==> config.mk <==
export PLATFORM = sky130hd
export DESIGN_NAME = rtc_power_access_supervisor
export DESIGN_NICKNAME = d
export VERILOG_FILES = /design/src/hdl/rtc_supervisor_pkg.sv /design/src/hdl/rtc_power_access_supervisor.sv
export SDC_FILE = /design/constraint.sdc
export NUM_CORES = 1
export LEC_CHECK = 0
export ABC_AREA = 1
export BUFFER_PORTS_ARGS = -buffer_cell sky130_fd_sc_hd__buf_4
export CAP_MARGIN = 20
export CORE_MARGIN = 3
export CORE_UTILIZATION = 65
export DETAILED_ROUTE_END_ITERATION = 8
export HOLD_SLACK_MARGIN = 0.12
export PLACE_DENSITY = 0.91
export SYNTH_ARGS = -nofsm -noshare
export SYNTH_HDL_FRONTEND = slang
export SYNTH_SLANG_ARGS = --single-unit
==> constraint.sdc <==
create_clock -name i_clk -period 7.45 [get_ports i_clk]
set_input_delay 0.3725 -clock i_clk [delete_from_list [all_inputs] [get_ports i_clk]]
set_output_delay 0.3725 -clock i_clk [all_outputs]
set_load 0.005 [all_outputs]
==> src/hdl/rtc_supervisor_pkg.sv <==
`default_nettype none
package rtc_supervisor_pkg;

  localparam int unsigned CLK_HZ = 20_000_000;
  localparam int unsigned OSC_HZ = 32_768;

  // Recovery delay after supply returns, microseconds
  localparam int unsigned RECOVERY_TYP_US = 1_000;
  localparam int unsigned RECOVERY_MAX_US = 2_000;
  localparam int unsigned RECOVERY_CYCLES = (CLK_HZ / 1_000_000) * RECOVERY_TYP_US;

  // Oscillator stop detection period, milliseconds
  localparam int unsigned OSC_STOP_MAX_MS = 100;
  localparam int unsigned OSC_STOP_CYCLES = (CLK_HZ / 1_000) * OSC_STOP_MAX_MS;

  // Bus clock low timeout, milliseconds
  localparam int unsigned BUS_TIMEOUT_MIN_MS = 25;
  localparam int unsigned BUS_TIMEOUT_MAX_MS = 35;
  localparam int unsigned BUS_TIMEOUT_CYCLES = (CLK_HZ / 1_000) * BUS_TIMEOUT_MIN_MS;

  // Oscillator edge watchdog: no edge within this many cycles means halted
  localparam int unsigned OSC_EDGE_GAP_CYCLES = 2 * (CLK_HZ / OSC_HZ);

  // Length of the interface reset pulse
  localparam int unsigned BUS_RESET_CYCLES = 4;

  localparam int unsigned CNT_W = 24;

  // Square-wave divide ratio select, default 1 Hz from the oscillator
  localparam logic [14:0] SQW_DIV_RESET = 15'h3fff;

  typedef enum logic [1:0] {
    PWR_DOWN,
    PWR_RECOVER,
    PWR_READY
  } pwr_state_e;

  typedef struct packed {
    logic vcc_above_pf;
    logic backup_supply;
    logic osc_enable;
  } supply_in_s;

  typedef struct packed {
    logic access_allowed;
    logic osc_running;
    logic osc_stop_flag;
    logic timeout_seen;
  } status_out_s;

endpackage : rtc_supervisor_pkg
`default_nettype wire

==> src/hdl/rtc_power_access_supervisor.sv <==
`default_nettype none
module rtc_power_access_supervisor
  import rtc_supervisor_pkg::*;
#(
  parameter int unsigned RECOVERY_CYC = RECOVERY_CYCLES,
  parameter int unsigned OSC_STOP_CYC = OSC_STOP_CYCLES,
  parameter int unsigned TIMEOUT_CYC  = BUS_TIMEOUT_CYCLES,
  parameter int unsigned OSC_GAP_CYC  = OSC_EDGE_GAP_CYCLES
) (
  // Clock and reset
  input  wire logic        i_clk,
  input  wire logic        i_rst,
  // Supply and oscillator status pins
  input  wire supply_in_s  i_supply,
  input  wire logic        i_osc,
  input  wire logic        i_osc_stop_clear,
  // Serial bus pins
  input  wire logic        i_bus_clock,
  input  wire logic        i_data_in,
  // Data line request from the serial slave core
  input  wire logic        i_core_data_low,
  // Square-wave and interrupt configuration
  input  wire logic        i_irq_mode,
  input  wire logic        i_irq_active,
  input  wire logic        i_sqw_enable,
  // Serial slave core control
  output logic             o_core_reset,
  output logic             o_access_allowed,
  output logic             o_tick_1hz,
  // Open-drain data line
  output logic             o_data_out,
  output logic             o_data_oe,
  // Open-drain square-wave or interrupt line
  output logic             o_square_wave_or_irq_out,
  output logic             o_square_wave_or_irq_oe,
  // Status
  output status_out_s      o_status
);

  typedef struct packed {
    logic [1:0]       vcc_sync;
    logic [1:0]       bak_sync;
    logic [1:0]       oen_sync;
    logic [1:0]       osc_sync;
    logic [1:0]       clr_sync;
    logic [1:0]       scl_sync;
    logic             osc_prev;
    logic [CNT_W-1:0] gap_cnt;
    logic             osc_running;
    logic [CNT_W-1:0] stop_cnt;
    logic             osc_stop_flag;
    pwr_state_e       pwr;
    logic [CNT_W-1:0] rec_cnt;
    logic [CNT_W-1:0] low_cnt;
    logic             timeout_seen;
    logic             timeout_done;
    logic [2:0]       rst_cnt;
    logic             core_reset;
    logic             access;
    logic [14:0]      div_cnt;
    logic             sqw;
    logic             tick;
    logic             data_oe;
    logic             pin_oe;
  } state_s;

  state_s cur;
  state_s nxt;

  logic vcc_ok;
  logic osc_edge;
  logic scl_low;

  function automatic logic cnt_hit(input logic [CNT_W-1:0] cnt, input int unsigned lim);
    cnt_hit = (cnt >= CNT_W'(lim - 1));
  endfunction : cnt_hit

  assign vcc_ok   = cur.vcc_sync[1];
  assign osc_edge = cur.osc_sync[1] & ~cur.osc_prev;
  assign scl_low  = ~cur.scl_sync[1];

  always_comb begin
    nxt = cur;
    nxt.vcc_sync = {cur.vcc_sync[0], i_supply.vcc_above_pf};
    nxt.bak_sync = {cur.bak_sync[0], i_supply.backup_supply};
    nxt.oen_sync = {cur.oen_sync[0], i_supply.osc_enable};
    nxt.osc_sync = {cur.osc_sync[0], i_osc};
    nxt.clr_sync = {cur.clr_sync[0], i_osc_stop_clear};
    nxt.scl_sync = {cur.scl_sync[0], i_bus_clock};
    nxt.osc_prev = cur.osc_sync[1];
    nxt.tick     = 1'b0;

    // Oscillator activity watchdog
    if (osc_edge) begin
      nxt.gap_cnt     = '0;
      nxt.osc_running = cur.oen_sync[1];
    end else if (cnt_hit(cur.gap_cnt, OSC_GAP_CYC)) begin
      nxt.osc_running = 1'b0;
    end else begin
      nxt.gap_cnt = cur.gap_cnt + CNT_W'(1);
    end
    if (!cur.oen_sync[1]) begin
      nxt.osc_running = 1'b0;
    end

    if (cur.osc_running) begin
      nxt.stop_cnt = '0;
    end else if (!cnt_hit(cur.stop_cnt, OSC_STOP_CYC)) begin
      nxt.stop_cnt = cur.stop_cnt + CNT_W'(1);
    end
    if (cur.clr_sync[1]) begin
      nxt.osc_stop_flag = 1'b0;
    end
    if (!cur.osc_running && cnt_hit(cur.stop_cnt, OSC_STOP_CYC)) begin
      nxt.osc_stop_flag = 1'b1;
    end

    unique case (cur.pwr)
      PWR_DOWN: begin
        nxt.rec_cnt = '0;
        if (vcc_ok) begin
          nxt.pwr = cur.osc_running ? PWR_RECOVER : PWR_READY;
        end
      end
      PWR_RECOVER: begin
        nxt.rec_cnt = cur.rec_cnt + CNT_W'(1);
        if (!vcc_ok) begin
          nxt.pwr = PWR_DOWN;
        end else if (!cur.osc_running || cnt_hit(cur.rec_cnt, RECOVERY_CYC)) begin
          nxt.pwr = PWR_READY;
        end
      end
      PWR_READY: begin
        if (!vcc_ok) begin
          nxt.pwr = PWR_DOWN;
        end
      end
    endcase
    nxt.access = (nxt.pwr == PWR_READY);

    if (!scl_low || !cur.osc_running) begin
      nxt.low_cnt      = '0;
      nxt.timeout_done = 1'b0;
    end else if (!cnt_hit(cur.low_cnt, TIMEOUT_CYC)) begin
      nxt.low_cnt = cur.low_cnt + CNT_W'(1);
    end
    if (cur.osc_running && scl_low && cnt_hit(cur.low_cnt, TIMEOUT_CYC)
        && !cur.timeout_done) begin
      nxt.timeout_seen = 1'b1;
      nxt.timeout_done = 1'b1;
      nxt.rst_cnt      = 3'(BUS_RESET_CYCLES);
    end else if (cur.rst_cnt != 3'h0) begin
      nxt.rst_cnt = cur.rst_cnt - 3'h1;
    end
    if (!scl_low) begin
      nxt.timeout_seen = 1'b0;
    end
    nxt.core_reset = (nxt.rst_cnt != 3'h0) | ~nxt.access;

    // Divider keeps running on either supply
    if (osc_edge) begin
      if (cur.div_cnt == 15'h0) begin
        nxt.div_cnt = SQW_DIV_RESET;
        nxt.sqw     = ~cur.sqw;
        nxt.tick    = cur.sqw;
      end else begin
        nxt.div_cnt = cur.div_cnt - 15'h1;
      end
    end

    nxt.data_oe = i_core_data_low & ~nxt.core_reset & ~cur.timeout_seen;
    nxt.pin_oe = i_irq_mode ? i_irq_active : (i_sqw_enable & cur.osc_running & ~cur.sqw);
  end

  always_ff @(posedge i_clk or posedge i_rst) begin
    if (i_rst) begin
      cur          <= '0;
      cur.pwr      <= PWR_DOWN;
      cur.div_cnt  <= SQW_DIV_RESET;
      cur.scl_sync <= 2'h3;
      cur.core_reset <= 1'b1;
    end else begin
      cur <= nxt;
    end
  end

  assign o_core_reset             = cur.core_reset;
  assign o_access_allowed         = cur.access;
  assign o_tick_1hz               = cur.tick;
  assign o_data_out               = 1'b0;
  assign o_data_oe                = cur.data_oe;
  assign o_square_wave_or_irq_out = 1'b0;
  assign o_square_wave_or_irq_oe  = cur.pin_oe;
  assign o_status = '{access_allowed: cur.access, osc_running: cur.osc_running,
                      osc_stop_flag: cur.osc_stop_flag, timeout_seen: cur.timeout_seen};

  logic unused_data_in;
  assign unused_data_in = i_data_in;

endmodule : rtc_power_access_supervisor
`default_nettype wire

Yosys cells after proc, flatten, opt, wreduce, memory -nomap -nowiden --
Index checks and enable logic that the tools add are counted.
Operators by class: add/sub/neg operators 6, $mul 0, divide/modulo/power cells 0, $lt $le $gt $ge 4, equal/unequal tests 7, shift operators 0, multiplexer cells 26, bitwise operators 12, reduce and logical (&&, ||, !) cells 17
Operator list (number):
- 2-to-1 mux 24 bit | 5
- adder 24 x 1 -> 24 bit (second input constant) | 4
- case mux 24 bit (2 select lines) | 1
- 2-to-1 mux 25 bit | 1
- greater-or-equal comparator 24 x 11 -> 1 bit (second input constant) | 1
- greater-or-equal comparator 24 x 15 -> 1 bit (second input constant) | 1
- greater-or-equal comparator 24 x 19 -> 1 bit (second input constant) | 1
- greater-or-equal comparator 24 x 21 -> 1 bit (second input constant) | 1
- logical NOT 15 bit | 1
- 2-to-1 mux 15 bit | 1
- subtractor 15 x 1 -> 15 bit (second input constant) | 1
- 2-to-1 mux 2 bit | 6
- 2-to-1 mux 1 bit | 9
- nonzero test 2 bit | 4
- 2-to-1 mux 3 bit | 2
- != test 2 bit (second input constant) | 3
- NOT 1 bit | 6
- case mux 2 bit (3 select lines) | 1
- nonzero test 3 bit | 2
- bitwise AND 1 bit | 5
- == test 2 bit (second input constant) | 2
- logical AND 1 bit | 4
- != test 3 x 1 -> 1 bit (second input constant) | 1
- subtractor 3 x 1 -> 3 bit (second input constant) | 1
- 6 further kinds | 8
Storage, ports and cells: flip-flop bits (word level) 137, bits in latches 0, bits in writable memories 0, ROM bits 0, bits of input ports 13, output and inout bits 11, word-level logic and storage cells 95, memories kept 0

Logic depth before layout (Yosys ltp) --
Gate-level depths: netlist (run 1).
depth after elaboration 11, gate-level depth with buffers 14

Worst setup path after synthesis (run 1) --
No wires, ideal clock.
kind flip-flop to flip-flop, from register cur[77] (netlist name), to register cur[93] (netlist name), setup time 117 ps, data arrival time 1582 ps, data required time 7333 ps, setup slack 5751 ps, cell stages (with the launch flop) 15, buffers on the path 1, clock period less this slack 1699 ps, cells stage by stage dfrtp_1 > ha_1 > nand2_1 > nor2_4 > inv_2 > nor2_4 > nand2_2 > nand2_2 > nand3_1 > nand3_2 > nand2_4 > clkinv_2 > buf_6 > nand2_1 > nand2_1
Between the ends: longest elaborated chain between the ends 3, elaborated cells on any way between the ends 5, those cells by class add/sub: 1; order compare: 1; eq/ne: 1; mux: 2
RTL lines:
- from (decl) | RTL line rtc_power_access_supervisor.sv:67 | state_s cur;
- from (signal assigned) | RTL line rtc_power_access_supervisor.sv:183 | cur <= nxt;
- adder 24 x 1 -> 24 bit | RTL line rtc_power_access_supervisor.sv:109 | nxt.stop_cnt = cur.stop_cnt + CNT_W'(1);
- 2-to-1 mux 24 bit | RTL line rtc_power_access_supervisor.sv:108 | end else if (!cnt_hit(cur.stop_cnt, OSC_STOP_CYC)) begin
- 2-to-1 mux 24 bit | RTL line rtc_power_access_supervisor.sv:106 | if (cur.osc_running) begin
Several ways; a longest one is shown, not always the timed one. The select of a mux whose other input is x is not followed. A chain may end at the register's enable or synchronous reset.

Worst setup path after layout (run 1) --
from register cur[75] (netlist name), to register cur[67] (netlist name)
Between the ends: longest elaborated chain between the ends 2, elaborated cells on any way between the ends 4, those cells by class eq/ne: 1; mux: 1; reduce/logical: 2
RTL lines:
- == test 2 x 1 -> 1 bit / logical NOT 2 bit (equally long branches)
- case mux 24 bit (2 select lines) / nonzero test 2 bit (equally long branches)
Several ways; a longest one is shown, not always the timed one.

==> results.json, run 1 <==
{
  "status": "finished clean",
  "place_hpwl_mm": 10.6,
  "worstPathArrival_ns": 2.84,
  "synth_top_area_cell": "dfrtp_1",
  "finalWorstPathRequiredPeriod_ns": 2.42,
  "grt_antenna_before_repair": 0,
  "fin_crit_sh_pct": 32.5,
  "worstPathMaxFanout": 20,
  "yosys_warnings": 0,
  "synth.top_cell.area_share_pct": 41.3,
  "synth_xor_area_share_pct": 3.86,
  "rows": 37,
  "nNetsFinal": 1002,
  "p_total_w": 0.00197,
  "num_antenna_cells": 0,
  "clk_pin_slew_ns": 0.06,
  "yosys.area_share.simple_pct": 32.0,
  "cts_inserted_buffers": 17,
  "overflow": 0,
  "synth_edf_count": 0,
  "cp_cell_sequence": "inv_1, ha_1, inv_1, nor3_1, nand3_1, nor2_1, nand2_1, nor2_1, nand2_1, nand3_1, o21ai_1",
  "synth.area.top_cells": "dfrtp_1 41%, nand2_1 12%, nor2_1 7.4%, dfstp_2 6.1%, nand3_1 6.0%",
  "syn_inst": 952,
  "n_fill_cell": 722,
  "gp_congestion": 0.911,
  "synth_compound_area_share_pct": 6.06,
  "synth_fa_ha_area_share_pct": 1.89,
  "synth_commonest_cells": "224 x nand2_1, 143 x nor2_1, 120 x dfrtp_1",
  "path_class": "flip-flop to flip-flop",
  "setup_viol_count_final": 0,
  "drive_gt1_share_pct": 10.9,
  "start_util_pct": 68.6,
  "hold_buffers": 9,
  "dr_wl_met2_mm": 8.56,
  "maxCapViolCount": 0,
  "hp-class": "flip-flop to flip-flop",
  "worst_slew_pin_slew_ns": 0.938,
  "wl_met3_um": 777,
  "yosysUniqueCellTypes": 47,
  "endpoint_kind": "flip-flop",
  "async_flop_share_pct": 100,
  "drtAntennaViolNets": 0,
  "fin_util_pct": 76.9,
  "track_usage_pct": 28.6,
  "die-area_sq_um": 12500,
  "cts.repair.resized": 0,
  "core-area_sq_um": 10600,
  "finalSetupTns_ns": 0,
  "via_per_inst": 5.63,
  "finalWirelength_mm": 16.8,
  "slew_viol_final": 0,
  "cts.sinks": 137,
  "critPathRequiredTime_ns": 7.87,
  "cts.path.max_buffers": 2,
  "cts_tree": "yes",
  "cpPeakStageDelay_ns": 0.60,
  "fmax_mhz": 413,
  "ys_seq_area_share_pct": 47.5,
  "synthToLayoutAreaGrowth_pct": 12.1,
  "wl_per_cell_um": 14.9,
  "crit_path_start_kind": "flip-flop",
  "synth_top_family_by_area": "simple AND/OR/NAND/NOR gates",
  "fin_skew_ns": 0.0103,
  "htreeDepth": 4,
  "synth.most_common_cell": "nand2_1",
  "ir_drop_v": 0.000201,
  "slowest_stage": "ha_1",
  "synth-seq-cells": 137,
  "cellLeakagePower_nw": 3.93,
  "synthFlopType": "dfrtp_1",
  "io_buffers": 19,
  "io-pin-count": 24,
  "clk_latency_ns": 0.54,
  "first_pass_iters": 5,
  "grt_start_max_net_pins": 78,
  "avgSynthCellArea_sq_um": 7.63,
  "relSlewSlack_pct": 37.4,
  "wl_met1_mm": 7.05,
  "rsz0062_at_grt": "false",
  "postCtsSetupBuffers": 0,
  "highest_layer": "met4",
  "cts.root.buffer_cell": "clkbuf_8",
  "route.detailed.drc": 0,
  "report.final.hold_viol_count": 0,
  "die_h_um": 112,
  "grt_pass1_vias": 6367,
  "muxShareOfSynthArea_pct": 0,
  "vias": 6344,
  "syn_area_sq_um": 7270,
  "power.density_nw_per_um2": 242,
  "die_x_um": 112,
  "first_iter_violations": 467,
  "grt_pass1_wl_mm": 29.0
}
## cell usage in the layout, fill, tap and decap left out, types with 21 or more instances in the layout
cell and count:
nand3_1 87, o21ai_1 28, nand2_1 224, buf_4 21, xor2_1 23, inv_1 112
nor3_1 26, nor2_1 143, dfrtp_1 120, nand4_1 21, o21ai_0 21
## where the power goes
part	switching (W)	total (W)	internal (W)	leakage, nW
clock	0.000338	0.000836	0.000498	0.286
sequential	0.0000531	0.000870	0.000817	1.81
combinational	0.000176	0.000264	0.0000883	1.83
total	0.000567	0.00197	0.00140	3.93
## flip-flops by register name, summed over array words and instances, names as in the netlist
name                     flops
cur                        129
o_tick_1hz                   1
o_square_wave_or_irq_oe      1
o_data_oe                    1
o_status                     3
o_core_reset                 1
o_access_allowed             1
## kinds of logic after synthesis
logic type	count (synthesis)
other	1
buffers and inverters	155
adder cells (fa/ha/maj)	11
AO/OA/AOI/OAI	82
XOR/XNOR	32
flip-flops	137
AND/OR/NAND/NOR	534
## worst max-delay path: cells and delay by family, from the launching register on
family / cells / cell delay, ns
AND/OR/NAND/NOR: 7 / 0.87
adder cells (fa/ha/maj): 1 / 0.60
flip-flops: 1 / 0.41
buffers and inverters: 2 / 0.33
AO/OA/AOI/OAI: 1 / 0.07
## path summary, 6_finish.rpt
| kind | startpoint | to | slack, ns | cells past startpoint |
|---|---|---|---|---|
| max in group asynchronous | i_rst | cur[70] | 5.64 | 4 |
| max reg2reg | cur[75] | cur[67] | 5.03 | 11 |
| max | cur[75] | cur[67] | 5.03 | 11 |
| min in group asynchronous | i_rst | cur[3] | 0.45 | 3 |
| min reg2reg | cur[137] | cur[138] | 0.35 | 0 |
| min | cur[137] | cur[138] | 0.35 | 0 |
## routing by layer
layer,vias to the layer above,GRT usage [%]
li1,3086,-
met1,3020,34.7
met2,197,49.9
met3,41,6.30
met4,0,10.8
met5,-,0
## layout make-up
type | count | area, sq um | share of cell area [%]
tap | 136 | 170 | 2.09
multi-input combinational | 661 | 3190 | 39.1
clock inverter | 12 | 139 | 1.70
sequential | 137 | 3450 | 42.3
inverter | 130 | 494 | 6.06
timing repair buffer | 31 | 263 | 3.22
clock buffer | 20 | 445 | 5.47
## metrics by stage
| stage | hold slack, ns | cell area [sq um] | worst slack [ns] | std cells |
|---|---|---|---|---|
| after CTS | 0.352 | 8130 | 5.01 | 1126 |
| after global routing | 0.355 | 8150 | 4.71 | 1127 |
| final | 0.353 | 8150 | 5.03 | 1127 |
| after detailed placement | 0.336 | 7460 | 5.05 | 1085 |
| after global placement | 0.334 | 7460 | 5.10 | 1085 |
| after floorplan | 0.331 | 7270 | 3.44 | 953 |
Note: power is estimated with default switching activity, not from simulation.
==> run 2, diff against run 1 <==
--- a/config.mk
+++ b/config.mk
@@ -9,10 +9,10 @@
 export BUFFER_PORTS_ARGS = -buffer_cell sky130_fd_sc_hd__buf_4
 export CAP_MARGIN = 20
 export CORE_MARGIN = 3
-export CORE_UTILIZATION = 65
+export CORE_UTILIZATION = 56
 export DETAILED_ROUTE_END_ITERATION = 8
 export HOLD_SLACK_MARGIN = 0.12
-export PLACE_DENSITY = 0.91
+export PLACE_DENSITY = 0.84
 export SYNTH_ARGS = -nofsm -noshare
 export SYNTH_HDL_FRONTEND = slang
 export SYNTH_SLANG_ARGS = --single-unit
==> constraint.sdc (replaced) <==
create_clock -name i_clk -period 2 [get_ports i_clk]
set_input_delay 0.1 -clock i_clk [delete_from_list [all_inputs] [get_ports i_clk]]
set_output_delay 0.1 -clock i_clk [all_outputs]
set_load 0.005 [all_outputs]
==> results.json, run 2 (synthesis results as in run 1) <==
{
  "core-area_sq_um": 12400,
  "overflow": 0,
  "ir_drop_v": 0.000815,
  "cts.root.buffer_cell": "clkbuf_16",
  "track_usage_pct": 23.5,
  "cts_tree": "yes",
  "wl_per_cell_um": 13.6,
  "fin_crit_sh_pct": 95.2,
  "path_class": "flip-flop to flip-flop",
  "cellLeakagePower_nw": 4.03,
  "setup_viol_count_final": 0,
  "fmax_mhz": 525,
  "final_common_cell": "nand2_1",
  "route.detailed.drc": 0,
  "die_x_um": 120,
  "relSlewSlack_pct": 65.3,
  "status": "finished clean",
  "dpl.cell_count": 1135,
  "finalWirelength_mm": 16.0,
  "maxCapViolCount": 0,
  "fin_util_pct": 67.9,
  "die_h_um": 120,
  "num_antenna_cells": 0,
  "first_pass_iters": 5,
  "grt_start_max_net_pins": 70,
  "worst_slew_pin_slew_ns": 0.516,
  "gp_congestion": 0.952,
  "cpPeakStageDelay_ns": 0.41,
  "drtAntennaViolNets": 0,
  "endpoint_kind": "flip-flop",
  "rows": 40,
  "via_per_inst": 5.29,
  "synthToLayoutAreaGrowth_pct": 15.5,
  "grt_util_met2_pct": 38.4,
  "busiest_layer": "met2",
  "grt_pass1_wl_mm": 27.4,
  "fin_skew_ns": 0.00768,
  "dpl_cell_area_sq_um": 7660,
  "io_buffers": 19,
  "clk_latency_ns": 0.43,
  "power.density_nw_per_um2": 876,
  "critPathRequiredTime_ns": 2.31,
  "hp-class": "input pin to flip-flop",
  "use_met3_pct": 5.47,
  "layout_common_cells": "224 x nand2_1, 138 x nor2_1, 120 x dfrtp_1",
  "p_total_w": 0.00735,
  "regMostFlops": "cur",
  "htreeDepth": 4,
  "slew_viol_final": 0,
  "largest_reg_flops": 129,
  "critPathBufInv": 2,
  "cts_inserted_buffers": 17,
  "final_area_sq_um": 8400,
  "start_util_pct": 58.8,
  "worstPathMaxFanout": 5,
  "die-area_sq_um": 14400,
  "stdcell_count": 1179,
  "cts.path.max_buffers": 2,
  "grt_antenna_before_repair": 0,
  "io-pin-count": 24,
  "slowest_stage": "dfrtp_1",
  "worstPathArrival_ns": 2.21,
  "place_hpwl_mm": 10.6,
  "drive_gt1_share_pct": 13.6,
  "nNetsFinal": 1022,
  "grtUsageMet1_pct": 29.6,
  "hold_ws_ns": 0.317,
  "grt_pass1_vias": 6064,
  "clk_pin_slew_ns": 0.06,
  "crit_path_start_kind": "flip-flop",
  "first_iter_violations": 599,
  "report.final.hold_viol_count": 0,
  "cts.sinks": 137,
  "vias": 6240,
  "cp_cell_sequence": "inv_1, ha_1, inv_2, nor3_2, nand3_1, nor2_2, nand2_1, nor2_2, nand2_1, nand3_1, o21ai_1",
  "finalWorstPathRequiredPeriod_ns": 1.90,
  "critical_path.top_delay_family": "simple AND/OR/NAND/NOR gates"
}
run 2: cell types whose count changed in the layout (fill, tap and decap cells not counted), moves of 2 or more:
cell,delta
buf_4,+18
buf_12,+2
nor3_2,+2
clkinvlp_4,+4
clkbuf_8,-2
clkinv_4,-3
nor3_1,-2
nor2_2,+5
inv_8,+2
nor2_1,-5
clkinv_2,-3
nand3_1,-2
run 2: worst reg2reg max path, delay by kind of cell (launching register included):
family | cells | cell delay (ns)
DFF | 1 | 0.41
AOI/OAI and AO/OA | 1 | 0.07
and+or+nand+nor | 7 | 0.92
buffers and inverters | 2 | 0.19
adders and majority gates | 1 | 0.19
run 2: worst paths after layout:
path / from / end / slack (ns) / cells past startpoint
min reg2reg: cur[137] / cur[138] / 0.35 / 0
min: i_supply[0] / cur[133] / 0.32 / 2
max: cur[75] / cur[67] / 0.1 / 11
min in group asynchronous: i_rst / o_square_wave_or_irq_oe / 0.72 / 4
max in group asynchronous: i_rst / o_core_reset / 0.67 / 5
max reg2reg: cur[75] / cur[67] / 0.1 / 11
run 2: stage by stage:
| stage | worst slack [ns] | setup TNS [ns] |
|---|---|---|
| finish | 0.0967 | 0 |
| global route | -0.0418 | -0.0627 |
| CTS | 0.0293 | 0 |
| detailed placement | -0.0174 | -0.0333 |
| global placement | 0.0480 | 0 |
| floorplan | 0.207 | 0 |
run 2: repair_timing:
action                                 4_1_cts  5_1_grt
pin swaps                                    0        2
gates resized for setup                      1       12
setup endpoints to repair                    9       22
setup buffers                                0        2
endpoints found under the hold margin      129        0
hold buffers                                10        0
run 2: layer usage:
layer / share of wire (%) / vias up
li1: - / 3113
met1: 44 / 2945
met2: 49 / 140
met4: 2.4 / 0
met5: 0 / -
met3: 4.0 / 42
run 2: power by group:
part	internal [W]	switching [W]
sequential	0.00305	0.000184
clock	0.00178	0.00130
combinational	0.000392	0.000656
total	0.00522	0.00214
run 2: cell type report:
type	instances	area (sq um)
fill	980	3960
sequential	137	3450
multi-input combinational	661	3230
inverter	130	494
clock buffer	19	443
timing repair buffer	51	433
tap	168	210
clock inverter	13	135
==> run 3, diff against run 2 <==
--- a/config.mk
+++ b/config.mk
@@ -8,8 +8,10 @@
 export ABC_AREA = 1
 export BUFFER_PORTS_ARGS = -buffer_cell sky130_fd_sc_hd__buf_4
 export CAP_MARGIN = 20
+export CELL_PAD_IN_SITES_DETAIL_PLACEMENT = 1
+export CELL_PAD_IN_SITES_GLOBAL_PLACEMENT = 1
 export CORE_MARGIN = 3
-export CORE_UTILIZATION = 56
+export CORE_UTILIZATION = 42
 export DETAILED_ROUTE_END_ITERATION = 8
 export HOLD_SLACK_MARGIN = 0.12
 export PLACE_DENSITY = 0.84
==> results.json, run 3 (synthesis results as in run 1) <==
{
  "status": "finished clean",
  "worstPathArrival_ns": 2.17,
  "power.density_nw_per_um2": 894,
  "die_h_um": 138,
  "slew_viol_final": 0,
  "htreeDepth": 4,
  "cellLeakagePower_nw": 4.08,
  "setup_viol_count_final": 0,
  "start_util_pct": 43.4,
  "finalWirelength_mm": 20.0,
  "io_buffers": 19,
  "core-area_sq_um": 16800,
  "cts_tree": "yes",
  "cts.sinks": 137,
  "layout_common_cells": "223 x nand2_1, 137 x nor2_1, 120 x dfrtp_1",
  "relSlewSlack_pct": 57.8,
  "fmax_mhz": 538,
  "regMostFlops": "cur",
  "dpl_cell_area_sq_um": 7750,
  "place_hpwl_mm": 13.5,
  "stdcell_count": 1234,
  "hold_ws_ns": 0.241,
  "gp_congestion": 0.883,
  "synthToLayoutAreaGrowth_pct": 17.5,
  "via_per_inst": 5.21,
  "multi_input_area_sq_um": 3240,
  "grt_antenna_before_repair": 0,
  "grt_pass1_vias": 6948,
  "drtAntennaViolNets": 0,
  "regArea_sq_um": 3450,
  "finalWorstPathRequiredPeriod_ns": 1.86,
  "rows": 47,
  "die_x_um": 138,
  "final_common_cell": "nand2_1",
  "overflow": 0,
  "first_pass_iters": 4,
  "critPathRequiredTime_ns": 2.31,
  "fin_skew_ns": 0.00917,
  "setup_ws_ns": 0.140,
  "grt_pass1_wl_mm": 34.3,
  "nNetsFinal": 1025,
  "clk_latency_ns": 0.43,
  "r2r-start": "cur[122]",
  "io-pin-count": 24,
  "wl_per_cell_um": 16.2,
  "n_fill_cell": 2084,
  "endpoint_kind": "flip-flop",
  "path_class": "flip-flop to flip-flop",
  "post-place-ws_ns": -0.0356,
  "crit_path_start_kind": "flip-flop",
  "largest_reg_flops": 129,
  "final_area_sq_um": 8540,
  "maxCapViolCount": 0,
  "first_iter_violations": 301,
  "grt_start_max_net_pins": 58,
  "worstPathMaxFanout": 7,
  "worst_slew_pin_slew_ns": 0.631,
  "ir_drop_v": 0.000729,
  "drive_gt1_share_pct": 14.0,
  "clk_pin_slew_ns": 0.07,
  "track_usage_pct": 22.9,
  "cts.root.buffer_cell": "clkbuf_16",
  "worstSetupStartpoint": "cur[122]",
  "report.final.hold_viol_count": 0,
  "num_antenna_cells": 0,
  "dpl.cell_count": 1189,
  "hp-class": "input pin to asynchronous set/reset pin",
  "route.detailed.drc": 0,
  "die-area_sq_um": 18900,
  "vias": 6435,
  "cts.path.max_buffers": 2,
  "cts_inserted_buffers": 17,
  "fin_crit_sh_pct": 93.0
}
==> run 3: cell types whose count changed in the layout (fill, tap and decap cells not counted), sizes merged, moves of 2 or more <==
cell and change:
buf +4, inv +3, clkinvlp -3, clkbuf -2
==> run 3: cell type report <==
class                      instances  share of cell area (%)
sequential                       137                    40.4
multi-input combinational        661                    38.0
inverter                         130                    5.82
timing repair buffer              54                    5.45
clock buffer                      17                    4.98
tap                              220                    3.22
clock inverter                    15                    2.11
==> run 3: final timing paths <==
kind | to | slack, ns | cells after the start
worst max-delay path | cur[102] | 0.14 | 7
max in group asynchronous | o_core_reset | 1.08 | 4
worst min register to register | cur[132] | 0.35 | 0
worst max register to register | cur[102] | 0.14 | 7
min in group i_clk | cur[131] | 0.33 | 2
worst min-delay path | cur[3] | 0.24 | 3
==> run 3: critical path, cell delays in order (launching register included) <==
cell	delay (ns)
dfrtp_1	0.40
inv_1	0.09
nand4_1	0.14
nor4_1	0.46
nand2_1	0.18
buf_4	0.21
xor2_1	0.18
nor2_1	0.07
==> run 3: routing by layer <==
metal  global-route usage [%]  wire [um]  vias to the layer above
li1                         -          -                     3133
met1                     28.8       8920                     3201
met2                     40.0      10300                       68
met3                     3.54        436                       33
met4                     8.20        432                        0
met5                        0          0                        -
==> run 3: where the power goes <==
group          internal (W)  switching (W)  leakage (nW)
clock network       0.00189        0.00139         0.296
logic              0.000394       0.000706          1.97
registers           0.00304       0.000199          1.81
total               0.00533        0.00230          4.08
==> run 3: through the flow <==
stage	util [%]	setup TNS (ns)	total power, W
after floorplan	-	0	0.00390
after global placement	46.2	0	0.00423
after detailed placement	46.2	-0.0518	0.00431
after CTS	50.4	0	0.00766
after global routing	50.9	-0.0216	0.00801
final	50.9	0	0.00763
==> run 3: repair_timing <==
item	CTS	global route
resized for setup	1	16
endpoints found under the setup margin	10	51
pin swaps	0	3
setup buffers	0	4
hold buffers	9	0
hold endpoints to repair	136	0
